**src/rtl/cap_pkg.sv**
```systemverilog
// Shared constants and types for the command and address input port.
package cap_pkg;

   localparam int ADDR_W      = 14;
   localparam int ROW_W_X16   = 13;
   localparam int COL_W       = 10;
   localparam int BANK_W      = 2;
   localparam int NUM_BANKS   = 4;
   localparam int DQ_W        = 16;
   localparam int LANES       = 2;
   localparam int MR_NUM      = 4;

   // Field positions on the address bus.
   localparam int AP_BIT      = 10;
   localparam int ROW_TOP_BIT = 13;

   // Mode register selections on the bank bits.
   localparam logic [1:0] MR_BASE = 2'h0;
   localparam logic [1:0] MR_EXT1 = 2'h1;
   localparam logic [1:0] MR_EXT2 = 2'h2;
   localparam logic [1:0] MR_EXT3 = 2'h3;

   // Bit of extended register one that turns the delay-locked loop off when set.
   localparam int DLL_OFF_BIT = 0;

   // Reset values, and the mask that selects all banks for precharge.
   localparam logic [ADDR_W-1:0] MR_RESET    = 14'h0000;
   localparam logic [3:0]        ALL_BANKS   = 4'hF;
   localparam logic [3:0]        NO_BANKS    = 4'h0;

   // Command code {ras_n, cas_n, we_n} while chip select is low.
   typedef enum logic [2:0] {
      CAP_CMD_LOAD_MODE = 3'h0,
      CAP_CMD_REFRESH   = 3'h1,
      CAP_CMD_PRECHARGE = 3'h2,
      CAP_CMD_ACTIVATE  = 3'h3,
      CAP_CMD_WRITE     = 3'h4,
      CAP_CMD_READ      = 3'h5,
      CAP_CMD_RESERVED  = 3'h6,
      CAP_CMD_NOP       = 3'h7
   } cap_cmd_t;

   typedef struct packed {
      logic                  x16_meta;
      logic                  x16_sync;
      logic                  cmd_v;
      cap_cmd_t              cmd;
      logic [BANK_W-1:0]     bank;
      logic [NUM_BANKS-1:0]  pre_banks;
      logic [ADDR_W-1:0]     row;
      logic [COL_W-1:0]      col;
      logic                  auto_pre;
      logic [1:0]            mr_sel;
      logic [ADDR_W-1:0]     opcode;
      logic                  mr_wr;
      logic                  wr_v;
      logic [DQ_W-1:0]       wr_dq;
      logic [LANES-1:0]      wr_be;
      logic                  rd_v;
      logic [DQ_W-1:0]       rd_dq;
      logic                  rd_dqs;
   } cap_state_t;

   typedef struct packed {
      logic [MR_NUM-1:0][ADDR_W-1:0] mr;
      logic [ADDR_W-1:0]             rdata;
   } cap_mr_state_t;

endpackage

```
**src/rtl/cap_mr_if.sv**
```systemverilog
// Carrier between the command decoder and the mode register store.
`timescale 1ns/1ns
interface cap_mr_if;
   import cap_pkg::*;
   logic                wr_en;
   logic [1:0]          wr_sel;
   logic [ADDR_W-1:0]   wr_data;
   logic [1:0]          rd_sel;
   logic [ADDR_W-1:0]   rd_data;
   modport ctl (output wr_en, output wr_sel, output wr_data, output rd_sel, input rd_data);
   modport mem (input wr_en, input wr_sel, input wr_data, input rd_sel, output rd_data);
endinterface

```
**src/rtl/cap_mode_regs.sv**
```systemverilog
// Store for the base and three extended mode registers with registered read data.
`timescale 1ns/1ns
module cap_mode_regs
   import cap_pkg::*;
(
   input  wire logic sys_clk,
   input  wire logic rstn,
   cap_mr_if.mem     mr
);
   cap_mr_state_t st_reg;
   cap_mr_state_t st_next;

   always_comb begin
      st_next = st_reg;
      if (mr.wr_en) begin
         st_next.mr[mr.wr_sel] = mr.wr_data;
      end
      // Read data reflects the store as it stood before this edge.
      st_next.rdata = st_reg.mr[mr.rd_sel];
   end

   always_ff @(posedge sys_clk) begin
      if (!rstn) begin
         st_reg <= '{mr: {MR_NUM{MR_RESET}}, rdata: MR_RESET};
      end else begin
         st_reg <= st_next;
      end
   end

   assign mr.rd_data = st_reg.rdata;
endmodule

```
**src/rtl/cap_port.sv**
```systemverilog
// Command and address input port of a four-bank double data rate memory device.
`timescale 1ns/1ns
module cap_port
   import cap_pkg::*;
(
   input  wire logic                 sys_clk,
   input  wire logic                 rstn,
   input  wire logic                 x16_strap,
   input  wire logic                 cs_n,
   input  wire logic                 ras_n,
   input  wire logic                 cas_n,
   input  wire logic                 we_n,
   input  wire logic [BANK_W-1:0]    ba,
   input  wire logic [ADDR_W-1:0]    addr,
   input  wire logic                 wr_beat,
   input  wire logic [DQ_W-1:0]      wr_dq_in,
   input  wire logic [LANES-1:0]     wr_dm,
   input  wire logic                 rd_beat,
   input  wire logic [DQ_W-1:0]      rd_dq_in,
   output logic                      cmd_valid,
   output cap_cmd_t                  cmd,
   output logic [BANK_W-1:0]         bank,
   output logic [NUM_BANKS-1:0]      pre_banks,
   output logic [ADDR_W-1:0]         row,
   output logic [COL_W-1:0]          col,
   output logic                      auto_pre,
   output logic                      mr_write,
   output logic [1:0]                mr_sel,
   output logic [ADDR_W-1:0]         mr_opcode,
   output logic                      dll_enabled,
   output logic                      wr_valid,
   output logic [DQ_W-1:0]           wr_dq,
   output logic [LANES-1:0]          wr_be,
   output logic                      rd_valid,
   output logic [DQ_W-1:0]           rd_dq,
   output logic                      rd_dqs
);
   cap_state_t st_reg;
   cap_state_t st_next;
   cap_mr_if   mr_bus ();
   cap_cmd_t   dec_cmd;
   logic       take;

   cap_mode_regs u_mode_regs (
      .sys_clk (sys_clk),
      .rstn    (rstn),
      .mr      (mr_bus.mem)
   );

   assign dec_cmd = cap_cmd_t'({ras_n, cas_n, we_n});
   assign take    = !cs_n && (dec_cmd != CAP_CMD_NOP);

   always_comb begin
      st_next          = st_reg;
      // The strap is a board level, so it passes two flops before use.
      st_next.x16_meta = x16_strap;
      st_next.x16_sync = st_reg.x16_meta;
      st_next.cmd_v    = take;
      st_next.mr_wr    = 1'b0;
      if (take) begin
         st_next.cmd    = dec_cmd;
         st_next.bank   = ba;
         st_next.mr_sel = ba;
         case (dec_cmd)
            CAP_CMD_ACTIVATE: begin
               st_next.row = addr;
               if (st_reg.x16_sync) begin
                  st_next.row[ROW_TOP_BIT] = 1'b0;
               end
            end
            CAP_CMD_READ, CAP_CMD_WRITE: begin
               st_next.col      = addr[COL_W-1:0];
               st_next.auto_pre = addr[AP_BIT];
            end
            CAP_CMD_PRECHARGE: begin
               if (addr[AP_BIT]) begin
                  st_next.pre_banks = ALL_BANKS;
               end else begin
                  st_next.pre_banks = NUM_BANKS'(1) << ba;
               end
            end
            CAP_CMD_LOAD_MODE: begin
               st_next.mr_wr  = 1'b1;
               st_next.opcode = addr;
            end
            default: begin
               st_next.pre_banks = st_reg.pre_banks;
            end
         endcase
      end
      // Write beats: a masked lane is dropped, and narrow parts use only the low mask.
      st_next.wr_v  = wr_beat;
      st_next.wr_dq = wr_dq_in;
      st_next.wr_be = ~wr_dm;
      if (!st_reg.x16_sync) begin
         st_next.wr_be[1] = 1'b0;
      end
      if (!wr_beat) begin
         st_next.wr_be = '0;
      end
      // Read beats leave on the clock edge; the strobe toggles once per beat.
      st_next.rd_v  = rd_beat;
      st_next.rd_dq = rd_dq_in;
      if (rd_beat) begin
         st_next.rd_dqs = ~st_reg.rd_dqs;
      end
   end

   always_ff @(posedge sys_clk) begin
      if (!rstn) begin
         st_reg           <= '0;
         st_reg.cmd       <= CAP_CMD_NOP;
         st_reg.pre_banks <= NO_BANKS;
      end else begin
         st_reg <= st_next;
      end
   end

   assign mr_bus.wr_en   = st_reg.mr_wr;
   assign mr_bus.wr_sel  = st_reg.mr_sel;
   assign mr_bus.wr_data = st_reg.opcode;
   assign mr_bus.rd_sel  = MR_EXT1;

   // The loop state is read back from the store, so it trails a mode write by two edges.
   assign dll_enabled = !mr_bus.rd_data[DLL_OFF_BIT];
   assign cmd_valid   = st_reg.cmd_v;
   assign cmd         = st_reg.cmd;
   assign bank        = st_reg.bank;
   assign pre_banks   = st_reg.pre_banks;
   assign row         = st_reg.row;
   assign col         = st_reg.col;
   assign auto_pre    = st_reg.auto_pre;
   assign mr_write    = st_reg.mr_wr;
   assign mr_sel      = st_reg.mr_sel;
   assign mr_opcode   = st_reg.opcode;
   assign wr_valid    = st_reg.wr_v;
   assign wr_dq       = st_reg.wr_dq;
   assign wr_be       = st_reg.wr_be;
   assign rd_valid    = st_reg.rd_v;
   assign rd_dq       = st_reg.rd_dq;
   assign rd_dqs      = st_reg.rd_dqs;
endmodule

```
**config.mk**
```make
export PLATFORM = sky130hd
export DESIGN_NAME = cap_port
export DESIGN_NICKNAME = d
export VERILOG_FILES = /design/src/rtl/cap_pkg.sv /design/src/rtl/cap_mr_if.sv /design/src/rtl/cap_mode_regs.sv /design/src/rtl/cap_port.sv
export SDC_FILE = /design/constraint.sdc
export NUM_CORES = 1
export LEC_CHECK = 0
export ABC_AREA = 0
export BUFFER_PORTS_ARGS = -buffer_cell sky130_fd_sc_hd__buf_2
export CORE_ASPECT_RATIO = 0.75
export CORE_MARGIN = 2
export CORE_UTILIZATION = 42
export CTS_CLUSTER_DIAMETER = 150
export CTS_CLUSTER_SIZE = 24
export DETAILED_ROUTE_END_ITERATION = 8
export PLACE_DENSITY = 0.74
export SYNTH_ARGS = -nofsm -noshare
export SYNTH_HDL_FRONTEND = slang
export SYNTH_SLANG_ARGS = --single-unit
```
**constraint.sdc**
```tcl
create_clock -name sys_clk -period 1.5 [get_ports sys_clk]
set_input_delay 0 -clock sys_clk [delete_from_list [all_inputs] [get_ports sys_clk]]
set_output_delay 0 -clock sys_clk [all_outputs]
set_load 0.1 [all_outputs]
```
; ---- Word level (Yosys, flattened, before mapping)
; Index checks and enable logic that the tools add are counted.
[totals]
register_bits = 146
inputBits = 59
out_inout_bits = 90
word_cells = 52
[op_classes]
magnitude_cmp = 2
eq_ne = 5
shifts = 1
mux = 6
bitwise_logic = 2
n_reduce_logical = 13
[op_table]
columns = op, n
row1 = $bwmux 56, 1
row2 = $demux 14 s2, 1
row3 = $mux 14, 1
row4 = $reduce_and 2->1, 6
row5 = $eq 3x2->1 const B, 2
row6 = $eq 3x3->1 const B, 2
row7 = $mux 4, 1
row8 = $shl 1x2->4 const A, 1
row9 = $logic_not 3->1, 1
row10 = $lt 2x3->1 const B, 1
row11 = $ne 3x3->1 const B, 1
row12 = $reduce_and 3->1, 1
row13 = $ge 2x1->1 const B, 1
row14 = $logic_and 1x1->1, 2
row15 = $logic_not 1->1, 2
row16 = $mux 1, 2
row17 = $not 2->2, 1
row18 = $reduce_or 2->1, 1
row19 = $not 1->1, 1

; ---- Depth between registers and ports, before layout
; Gate-level depths: netlist of the first run.
[logic_depth]
ltp_word = 5
mapped_depth = 6
mapped_depth_nobuf = 3

; ---- Cells and area by module
; Synthesis of the first run repeated with hierarchy kept, for this count alone.
[hier_totals]
cells_unflattened = 658
hier_area_um2 = 6389.9
[modules_own_cells]
columns = module, instances, cells_each, area_each_um2, seq_area_each_um2
row1 = cap_port, 1, 381, 3559.7, 1781.7
row2 = cap_mode_regs, 1, 277, 2830.2, 1401.3

; ---- Least setup slack after synthesis of the first run
; No wires, ideal clock.
[synth_path]
kind = register to register
start = reg st_reg (netlist bit mr_write)
end = reg u_mode_regs.st_reg[28] (netlist bit)
setup_ns = 0.128
arrival_ns = 1.312
t_required_ns = 1.372
path_slack_ns = 0.061
stages_incl_launch_ff = 4
path_buffers = 0
period_less_slack_ns = 1.439
path_cell_list = dfxtp_1 > nand3b_1 > mux2i_1 > nor2_1
[synth_lines]
columns = element, line_no
row1 = from (decl), cap_port.sv:38  ; cap_state_t st_reg;
row2 = from (signal assigned), cap_port.sv:115  ; st_reg <= st_next;
row3 = to (signal assigned), cap_mode_regs.sv:24  ; st_reg <= '{mr: {MR_NUM{MR_RESET}}, rdata: MR_RESET};
row4 = to (signal assigned), cap_mode_regs.sv:26  ; st_reg <= st_next;
row5 = to (decl), cap_mode_regs.sv:10  ; cap_mr_state_t st_reg;

; ---- Worst setup path in the final report of the first run
[layout_path]
start = in wr_beat
end = reg st_reg (netlist bit wr_be[1])
[layout_between]
elab_chain_cells = 1
[layout_rtl]
columns = element, line_no
row1 = from (decl), cap_port.sv:15  ; input wire logic wr_beat,
row2 = $reduce_and 3->1 (no source line), -
; No other way between the ends.
; A chain may end at the register's enable or synchronous reset.

==> flow_summary.toml, run 1 <==
[cells_and_area]
finish.net_count = 562
final_cell_area_um2 = 4710
most_frequent_standard_cell_in_the_layout_excluding_fill_and_tap_cells = "sky130_fd_sc_hd__buf_2"
layout-drive-gt1-share_pct = 37.8
antenna_cells = 0
area_delta_synth_final_pct = 28.3
stdcell_count = 616
filler_cell_count = 763
most-common-layout-cells = "sky130_fd_sc_hd__buf_2 (148), sky130_fd_sc_hd__dfxtp_1 (91), sky130_fd_sc_hd__dlygate4sd3_1 (55), sky130_fd_sc_hd__nand2_1 (52), sky130_fd_sc_hd__and2_1 (37)"

[logic_synthesis]
synthCells = 385
synth-warning-count = 0
yosys_register_bits = 91
synth.lib_cells_used.distinct = 32
synth.net_count = 444
synth_top_cells_by_area = "sky130_fd_sc_hd__dfxtp_1 (50%), sky130_fd_sc_hd__buf_4 (18%), sky130_fd_sc_hd__and2_1 (6.3%)"
sequential_area_share_after_synthesis_pct = 49.6
synth_area_leader_cell = "sky130_fd_sc_hd__dfxtp_1"
syn_area_per_cell_um2 = 9.54
synthesis.area_um2 = 3670
yosysTopAreaCellShare_pct = 49.6

[setup_path]
path_delay_family = "buffers and inverters"
worstRegToRegCells = 2
path_common_cell = "sky130_fd_sc_hd__dlygate4sd3_1"
reg2reg_setup_slack_ps = 360
worst-endpoint-arrival_ps = 1510
worstSetupStartpoint = "wr_beat"
crit-reg2reg-capture = "wr_be[1]$_SDFF_PN0_"
crit-reg2reg-launch = "st_reg[89]$_SDFF_PN0_"
crit_path_max_incr_delay_ps = 580
worst-path-stages = 5
worst_setup_path_start_kind = "primary input"
crit_path_top_delay_cell = "sky130_fd_sc_hd__dlygate4sd3_1"
worstSetupPathType = "in2reg"
endpoint_kind = "flip-flop"
worstSetupEndpoint = "wr_be[1]$_SDFF_PN0_"
peak_fanout_along_the_critical_path = 3
crit_chain = "dlygate4sd3_1 -> buf_2 -> nand2_1 -> nor3b_1 -> dlygate4sd3_1"
path_buf_inv = 3
worst_ep_required_time_ps = 1780

[power_and_ir_drop]
leakagePower_nw = 2.16
power_per_cell_area_nw_per_um2 = 1270
power_frac_clock_pct = 37.1
sw_frac_of_total_pct = 30.6
internal_dissipation_mw = 4.14
sequential_cell_fraction_of_total_power_pct = 42.8
switching_power_mw = 1.82
power.share.combinational_pct = 20.1
worst_ir_drop_vdd_v = 0.000896

[floorplanning]
dieWidth_um = 112
initial_utilization_pct = 43.2
number_of_standard_cell_rows_in_the_floorplan = 29
placeableCoreArea_um2 = 8490
dieHeight_um = 85.0
ios = 149
dieArea_um2 = 9510

[routing]
route.detailed.vias_per_inst = 4.42
antenna_left = 0
wl_per_cell_um = 13.2
drt-total-wl_mm = 8.11
detail_route.first_pass.iterations = 4
initialDrtViolationCount = 94
route.vias.total = 2720
remaining_drc_errors = 0

[clock_network]
clock_tree_from_tritoncts = "done"
cell_at_the_root_of_the_clock_tree = "sky130_fd_sc_hd__clkbuf_16"
worst_skew_pair_latency_ps = 330
cts_sinks = 91
cts_made_buffers = 9
clockBufferDepth = 2
cts_max_level = 3
cts.clk_slew.worst_paths_ps = 60
postCtsSetupBuffers = 0

[grt]
grt_start_max_net_pins = 46
first_global_vias = 2629
gr-usage-all-layers_pct = 17.3
grt_pass1_wl_mm = 12.9
antenna_violations_before_repair = 0
grt.overflow.total = 0

[placed_design]
post-place-ws_ps = 314
io_buffers = 148
dp_hpwl_mm = 5.20
gp_congestion = 0.757
postPlaceCellArea_um2 = 3860
dp.cells = 545

[timing]
timing.final.hold_violations = 0
finalCritPeriodShare_pct = 82.0
setup-tns-final_ps = 0
rsz0062_at_grt = "false"
fmaxAchievable_mhz = 813
timing.final.crit_period_ps = 1230
finalSetupViolations = 0
final.hold.worst_slack_ps = 52.5
report.final.slew_viol_count = 0
worst_slack_ps = 269
timing_worst_slew_pin_value_ps = 518
finClkSkew_ps = 4.75
slew_headroom_pct = 65.7

[run]
maxCapViolCount = 0

[status]
outcome = "finished, final reports clean"

[hold_path]
timing.hold.worst.class = "in2reg"
-- worst min path at each step --
stage / startpoint / depth (start not counted) / to / slack, ps
2_1_floorplan: wr_dm[0] / 1 / wr_be[0]$_SDFF_PN0_ / 70
6_report: rstn / 3 / rd_dqs$_SDFFE_PN0P_ / 50
3_3_place_gp: wr_dm[0] / 2 / wr_be[0]$_SDFF_PN0_ / 160
4_1_cts: rstn / 3 / mr_opcode[11]$_SDFFE_PN0P_ / 40
5_1_grt: rstn / 3 / col[3]$_SDFFE_PN0P_ / 60
3_5_place_dp: wr_dm[1] / 2 / wr_be[1]$_SDFF_PN0_ / 160
-- through the flow --
step | utilization, % | total power, mW
2_1_floorplan | - | 3.60
3_3_place_gp | 45.5 | 3.68
3_5_place_dp | 45.5 | 3.69
4_1_cts | 55.5 | 6.03
5_1_grt | 55.5 | 6.20
6_report | 55.5 | 5.96
-- tightest hold or removal path: stages --
cell	delay [ps]
sky130_fd_sc_hd__buf_2	100
sky130_fd_sc_hd__inv_2	130
sky130_fd_sc_hd__nor2_1	120
-- cell families (layout without fill, tap and decap cells) --
kind of cell    count (synthesis)  count (layout)  synth area share (%)
compound gates                 43              43                  7.12
flops                          91              91                  49.6
simple gates                  131             131                  19.0
mux                            12              12                  3.27
xor+xnor                        1               1                 0.239
buf+inv                       107             230                  20.7
-- layout make-up --
cell class / instances / area [um2] / area share, %
Inverter: 5 / 18.8 / 0.399
Timing Repair Buffer: 209 / 1350 / 28.6
Sequential cell: 91 / 1820 / 38.7
Tap cell: 108 / 135 / 2.87
Multi-Input combinational cell: 187 / 1090 / 23.1
Clock buffer: 12 / 246 / 5.23
Clock inverter: 4 / 50.0 / 1.06
-- power by group through the flow --
stage	registers (mW)	clock network, mW	logic [mW]
final	2.55	2.21	1.20
after global routing	2.56	2.39	1.25
after CTS	2.55	2.29	1.20
after detailed placement	2.60	0	1.09
after global placement	2.60	0	1.08
after floorplan	2.66	0	0.941
-- per-layer routing --
layer / up-vias / GRT usage [%] / routed length [um] / part of all wire, %
li1: 1377 / - / - / -
met1: 1243 / 21.8 / 3690 / 46
met2: 92 / 27.8 / 3770 / 47
met3: 8 / 6.86 / 551 / 6.8
met4: 0 / 4.88 / 90 / 1.1
met5: - / 0 / 0 / 0
-- Yosys cell counts, drive strengths merged --
cell type	n
xnor2	1
nor2	20
nor3b	3
nor4b	1
buf	95
and4bb	1
a21oi	34
dfxtp	91
nor3	1
a31oi	1
o22ai	3
nand2	61
or4	1
nand3b	2
clkbuf	7
o21ai	2
a211oi	3
nor4	1
nand3	2
inv	5
mux2i	12
nand4bb	1
and2	37
-- repair_timing --
action                                 in CTS  in global routing
endpoints found under the hold margin      78                  0
hold buffers                               55                  0
gates resized for setup                     0                  0
(Power assumes the default switching activity.)
==> run 2, diff against run 1 <==
clock period = 1.2 ns   (was 1.5 ns; I/O delays follow)
==> run 2 against run 1 <==
Global-route usage rose by 0.67 points. Non-clock buffer count rose by 9. Clock power rose by 27%. Cell count rose by 1.5%. Die area did not move. Largest power group unchanged. Combinational power rose by 28%. First-iteration DRC count rose by 17%. Worst setup slack got worse by 220 ps. Routed wire length rose by 2.8%. Design area rose by 2.5%.
==> flow_summary.toml, run 2 (synthesis results as in run 1) <==
[placed_design]
dp_hpwl_mm = 5.41
gp_congestion = 0.752
io_buffers = 148
post-place-ws_ps = 63.9
dp.cells = 553

[grt]
grt.overflow.total = 0
grt_pass1_wl_mm = 13.5
first_global_vias = 2740
antenna_violations_before_repair = 0
gr-usage-all-layers_pct = 18.0
grt_start_max_net_pins = 47

[clock_network]
cts_max_level = 3
cell_at_the_root_of_the_clock_tree = "sky130_fd_sc_hd__clkbuf_16"
cts_made_buffers = 9
cts_sinks = 91
clock_tree_from_tritoncts = "done"
worst_skew_pair_latency_ps = 330
clockBufferDepth = 2
cts.clk_slew.worst_paths_ps = 60

[timing]
final.hold.worst_slack_ps = 33.3
timing.final.crit_period_ps = 1150
slew_headroom_pct = 66.2
worst_slack_ps = 46.6
finalSetupViolations = 0
finClkSkew_ps = 5.41
setup-tns-final_ps = 0
rsz0062_at_grt = "true"
timing.final.hold_violations = 0
timing_worst_slew_pin_value_ps = 510
report.final.slew_viol_count = 0
fmaxAchievable_mhz = 867
finalCritPeriodShare_pct = 96.1

[floorplanning]
placeableCoreArea_um2 = 8490
dieHeight_um = 85.0
dieArea_um2 = 9510
number_of_standard_cell_rows_in_the_floorplan = 29
ios = 149
initial_utilization_pct = 43.2
dieWidth_um = 112

[cells_and_area]
filler_cell_count = 753
area_delta_synth_final_pct = 31.5
finish.net_count = 571
layout-drive-gt1-share_pct = 39.8
antenna_cells = 0
most_frequent_standard_cell_in_the_layout_excluding_fill_and_tap_cells = "sky130_fd_sc_hd__buf_2"
stdcell_count = 625
most-common-layout-cells = "sky130_fd_sc_hd__buf_2 (146), sky130_fd_sc_hd__dfxtp_1 (88), sky130_fd_sc_hd__dlygate4sd3_1 (56), sky130_fd_sc_hd__nand2_1 (52), sky130_fd_sc_hd__and2_1 (37)"

[power_and_ir_drop]
leakagePower_nw = 2.22
worst_ir_drop_vdd_v = 0.00125
power_per_cell_area_nw_per_um2 = 1560
total_power_mw = 7.51

[routing]
wl_per_cell_um = 13.3
drt-total-wl_mm = 8.33
route.vias.total = 2782
antenna_left = 0
remaining_drc_errors = 0
route.detailed.vias_per_inst = 4.45
total_met2_wirelength_after_detailed_routing_mm = 4.05
wl_met1_mm = 3.66
top_layer = "met4"
routed-wl-met3_um = 539
detail_route.first_pass.iterations = 4
initialDrtViolationCount = 110

[setup_path]
worstSetupStartpoint = "mr_sel[0]$_SDFFE_PN0P_"
worst_setup_path_start_kind = "flip-flop"
endpoint_kind = "output pin"
path_buf_inv = 1
worst-endpoint-arrival_ps = 1150
worstRegToRegCells = 2
worst_ep_required_time_ps = 1200
crit_chain = "buf_2"
path_delay_family = "buffers and inverters"
worst-path-stages = 1
reg2reg_setup_slack_ps = 90
crit-reg2reg-capture = "wr_be[1]$_SDFF_PN0_"
crit-reg2reg-launch = "st_reg[89]$_SDFF_PN0_"
worstSetupPathType = "reg2out"
worstSetupEndpoint = "mr_sel[0]"
crit_path_max_incr_delay_ps = 450
peak_fanout_along_the_critical_path = 4
crit_path_top_delay_cell = "sky130_fd_sc_hd__buf_2"

[hold_path]
timing.hold.worst.class = "in2reg"
holdCritStartpoint = "we_n"

[run]
maxCapViolCount = 0

[status]
outcome = "finished, final reports clean"
[run 2: how the worst min path moves through the flow]
| stage | end | cells past startpoint | slack [ps] |
|---|---|---|---|
| after floorplan | wr_be[0]$_SDFF_PN0_ | 1 | 70 |
| after global placement | wr_be[1]$_SDFF_PN0_ | 2 | 160 |
| after detailed placement | wr_be[1]$_SDFF_PN0_ | 2 | 160 |
| after CTS | cmd[0]$_SDFFE_PN1P_ | 3 | 20 |
| after global routing | cmd[0]$_SDFFE_PN1P_ | 3 | 30 |
| final | cmd[0]$_SDFFE_PN1P_ | 3 | 30 |
[run 2: through the flow]
step / utilization [%] / cell area, um2
3_5_place_dp: 46.5 / 3950
5_1_grt: 56.8 / 4830
4_1_cts: 56.7 / 4820
2_1_floorplan: - / 3670
6_report: 56.8 / 4830
3_3_place_gp: 46.5 / 3950
[run 2: power by group]
part           leakage [nW]  switching, mW  internal, mW
Sequential            0.748         0.0455          3.14
Combinational          1.32           1.15         0.386
Clock                 0.148           1.13          1.67
Total                  2.22           2.32          5.20
[run 2: repair_timing]
action	4_1_cts	5_1_grt
endpoints found under the hold margin	78	0
gates resized for setup	0	3
hold buffers	56	0
setup endpoints to repair	0	5
setup buffers	0	0
[run 2: worst register-to-register path, cell delays in order (launching register included)]
cell and delay, ps:
sky130_fd_sc_hd__dfxtp_1 320, sky130_fd_sc_hd__nor3b_2 150, sky130_fd_sc_hd__dlygate4sd3_1 540
[run 2: metal layers]
layer  up-vias  track usage (%)
met5         -                0
met4         0             5.65
met3         8             6.36
met2       100             30.5
met1      1281             21.6
li1       1393                -
[run 2: area by class of cell]
cell class                      count  area (um2)  area share [%]
Multi-Input combinational cell    187        1090            22.7
Timing Repair Buffer              218        1450            30.0
Clock inverter                      6        65.1            1.35
Clock buffer                       10         239            4.95
Tap cell                          108         135            2.80
Sequential cell                    91        1830            37.8
Inverter                            5        18.8           0.389
==> run 3, diff against run 2 <==
--- a/config.mk
+++ b/config.mk
@@ -15,4 +15,5 @@
 export DETAILED_ROUTE_END_ITERATION = 8
 export PLACE_DENSITY = 0.74
+export SLEW_MARGIN = 10
 export SYNTH_ARGS = -nofsm -noshare
 export SYNTH_HDL_FRONTEND = slang
==> constraint.sdc (replaced) <==
create_clock -name sys_clk -period 1.2 [get_ports sys_clk]
set_input_delay 0.3 -clock sys_clk [delete_from_list [all_inputs] [get_ports sys_clk]]
set_output_delay 0.3 -clock sys_clk [all_outputs]
set_load 0.1 [all_outputs]
==> run 3 against run 2 <==
Via count is 4.8% lower. Fmax is 2.6% lower. Power increased by 4.6%. Sequential power grew 2%. First-iteration DRC count is 23% lower. Routed wire length about the same. Non-clock buffer count down 51. Worst setup slack worse by 31 ps. Critical path type unchanged. Highest routed layer unchanged.
==> flow_summary.toml, run 3 (synthesis results as in run 1) <==
[floorplanning]
dieWidth_um = 112
initial_utilization_pct = 43.2
placeableCoreArea_um2 = 8490
number_of_standard_cell_rows_in_the_floorplan = 29
dieHeight_um = 85.0
dieArea_um2 = 9510
ios = 149

[setup_path]
path_buf_inv = 1
peak_fanout_along_the_critical_path = 3
path_delay_family = "flip-flops"
endpoint_kind = "output pin"
crit-reg2reg-launch = "mr_sel[1]$_SDFFE_PN0P_"
crit_path_top_delay_cell = "sky130_fd_sc_hd__dfxtp_4"
worst_ep_required_time_ps = 900
reg2reg_setup_slack_ps = 220
worst_setup_path_start_kind = "flip-flop"
worst-endpoint-arrival_ps = 880
worstSetupPathType = "reg2out"
crit_path_max_incr_delay_ps = 380
crit-reg2reg-capture = "u_mode_regs.st_reg[28]$_SDFFE_PN0P_"
crit_chain = "buf_12"
worstRegToRegCells = 4

[power_and_ir_drop]
leakagePower_nw = 2.36
power_frac_clock_pct = 35.8
sequential_cell_fraction_of_total_power_pct = 41.5
power.share.combinational_pct = 22.7
power_per_cell_area_nw_per_um2 = 1360
internal_dissipation_mw = 5.56
worst_ir_drop_vdd_v = 0.00109
switching_power_mw = 2.30
sw_frac_of_total_pct = 29.3

[hold_path]
holdCritStartpoint = "wr_dm[0]"
hold_end = "wr_be[0]$_SDFF_PN0_"
timing.hold.worst.class = "in2reg"
whs_path_depth = 2

[routing]
detail_route.first_pass.iterations = 4
routed-wl-met3_um = 606
antenna_left = 0
route.detailed.vias_per_inst = 4.63
drt-total-wl_mm = 8.33
wl_met1_mm = 3.23
initialDrtViolationCount = 85
total_met2_wirelength_after_detailed_routing_mm = 4.36
wl_per_cell_um = 14.6
route.vias.total = 2648
remaining_drc_errors = 0
top_layer = "met4"

[placed_design]
gp_congestion = 0.755
io_buffers = 148
postPlaceCellArea_um2 = 5360
dp_hpwl_mm = 6.23

[run]
maxCapViolCount = 0

[cells_and_area]
antenna_cells = 0
area_delta_synth_final_pct = 57.3
sequential_cell_area_um2 = 1920
final_cell_area_um2 = 5780
filler_cell_count = 641
most-common-layout-cells = "sky130_fd_sc_hd__buf_12 (95), sky130_fd_sc_hd__buf_2 (58), sky130_fd_sc_hd__dfxtp_2 (57), sky130_fd_sc_hd__nand2_1 (52), sky130_fd_sc_hd__and2_1 (37)"
multi_input_comb_area_um2 = 1100
finish.net_count = 520
most_frequent_standard_cell_in_the_layout_excluding_fill_and_tap_cells = "sky130_fd_sc_hd__buf_12"
layout-drive-gt1-share_pct = 58.6

[timing]
slew_headroom_pct = 82.1
timing.final.hold_violations = 0
setup-tns-final_ps = 0
finalSetupViolations = 0
report.final.slew_viol_count = 0
timing_worst_slew_pin_value_ps = 266
finalCritPeriodShare_pct = 98.7
rsz0062_at_grt = "true"
finClkSkew_ps = 4.51
timing.final.crit_period_ps = 1180
fmaxAchievable_mhz = 845

[clock_network]
cts_max_level = 3
cts.clk_slew.worst_paths_ps = 60
worst_skew_pair_latency_ps = 330
cts_made_buffers = 9
cts_sinks = 91
clock_tree_from_tritoncts = "done"
clockBufferDepth = 2
cell_at_the_root_of_the_clock_tree = "sky130_fd_sc_hd__clkbuf_16"

[grt]
grt_pass1_wl_mm = 13.7
antenna_violations_before_repair = 0
grt_start_max_net_pins = 47
first_global_vias = 2758
grt.overflow.total = 0
gr-usage-all-layers_pct = 18.3

[status]
outcome = "finished, final reports clean"
==> run 3: cell count changes in the layout (fill, tap and decap cells not counted), sizes merged <==
cell         before  now
clkinv            4    1
clkinvlp          1    0
dlygate4sd3      56    0
buf             160  167
==> run 3: routing by layer <==
layer,global-route usage [%],up-vias
met5,0,-
met4,6.43,0
met3,5.57,12
met2,32.9,102
met1,20.6,1248
li1,-,1286
==> run 3: area by class of cell <==
cell class              count  area share, %
clock inverters             2          0.607
well taps                 108           2.34
inverters                   5          0.325
multi-input cells         187           19.1
clock buffers              12           4.61
repair buffers            167           39.8
flip-flops and latches     91           33.2
==> run 3: what timing repair did <==
item | CTS | global route
endpoints found under the hold margin | 0 | 0
hold buffers | 0 | 0
resized for setup | 54 | 13
buffers inserted | 2 | 1
endpoints found under the setup margin | 52 | 19
==> run 3: worst max path at each step <==
stage	from	endpoint	cells past startpoint	slack, ps
2_1_floorplan	cas_n	mr_opcode[12]$_SDFFE_PN0P_	6	-230
3_3_place_gp	cs_n	mr_opcode[8]$_SDFFE_PN0P_	4	-190
3_5_place_dp	cs_n	pre_banks[1]$_SDFFE_PN0P_	6	-250
4_1_cts	mr_sel[1]$_SDFFE_PN0P_	mr_sel[1]	1	-4
5_1_grt	mr_sel[1]$_SDFFE_PN0P_	bank[1]	1	-10
6_report	mr_sel[1]$_SDFFE_PN0P_	mr_sel[1]	1	20
==> run 3: power by group through the flow <==
stage	registers [mW]	logic (mW)	clock network, mW
finish	3.26	1.78	2.82
global route	3.27	1.85	2.99
CTS	3.26	1.79	2.91
detailed placement	3.33	1.78	0
global placement	3.32	1.75	0
floorplan	3.32	1.18	0
==> run 3: stage by stage <==
step / worst slack (ps) / utilization (%) / hold slack, ps / power, mW / std cells
2_1_floorplan: -235 / - / 372 / 4.51 / 385
3_3_place_gp: -191 / 63.1 / 417 / 5.08 / 555
3_5_place_dp: -247 / 63.1 / 419 / 5.10 / 555
4_1_cts: -3.50 / 67.7 / 118 / 7.96 / 571
5_1_grt: -10.4 / 68.0 / 129 / 8.11 / 572
6_report: 16.0 / 68.0 / 131 / 7.86 / 572
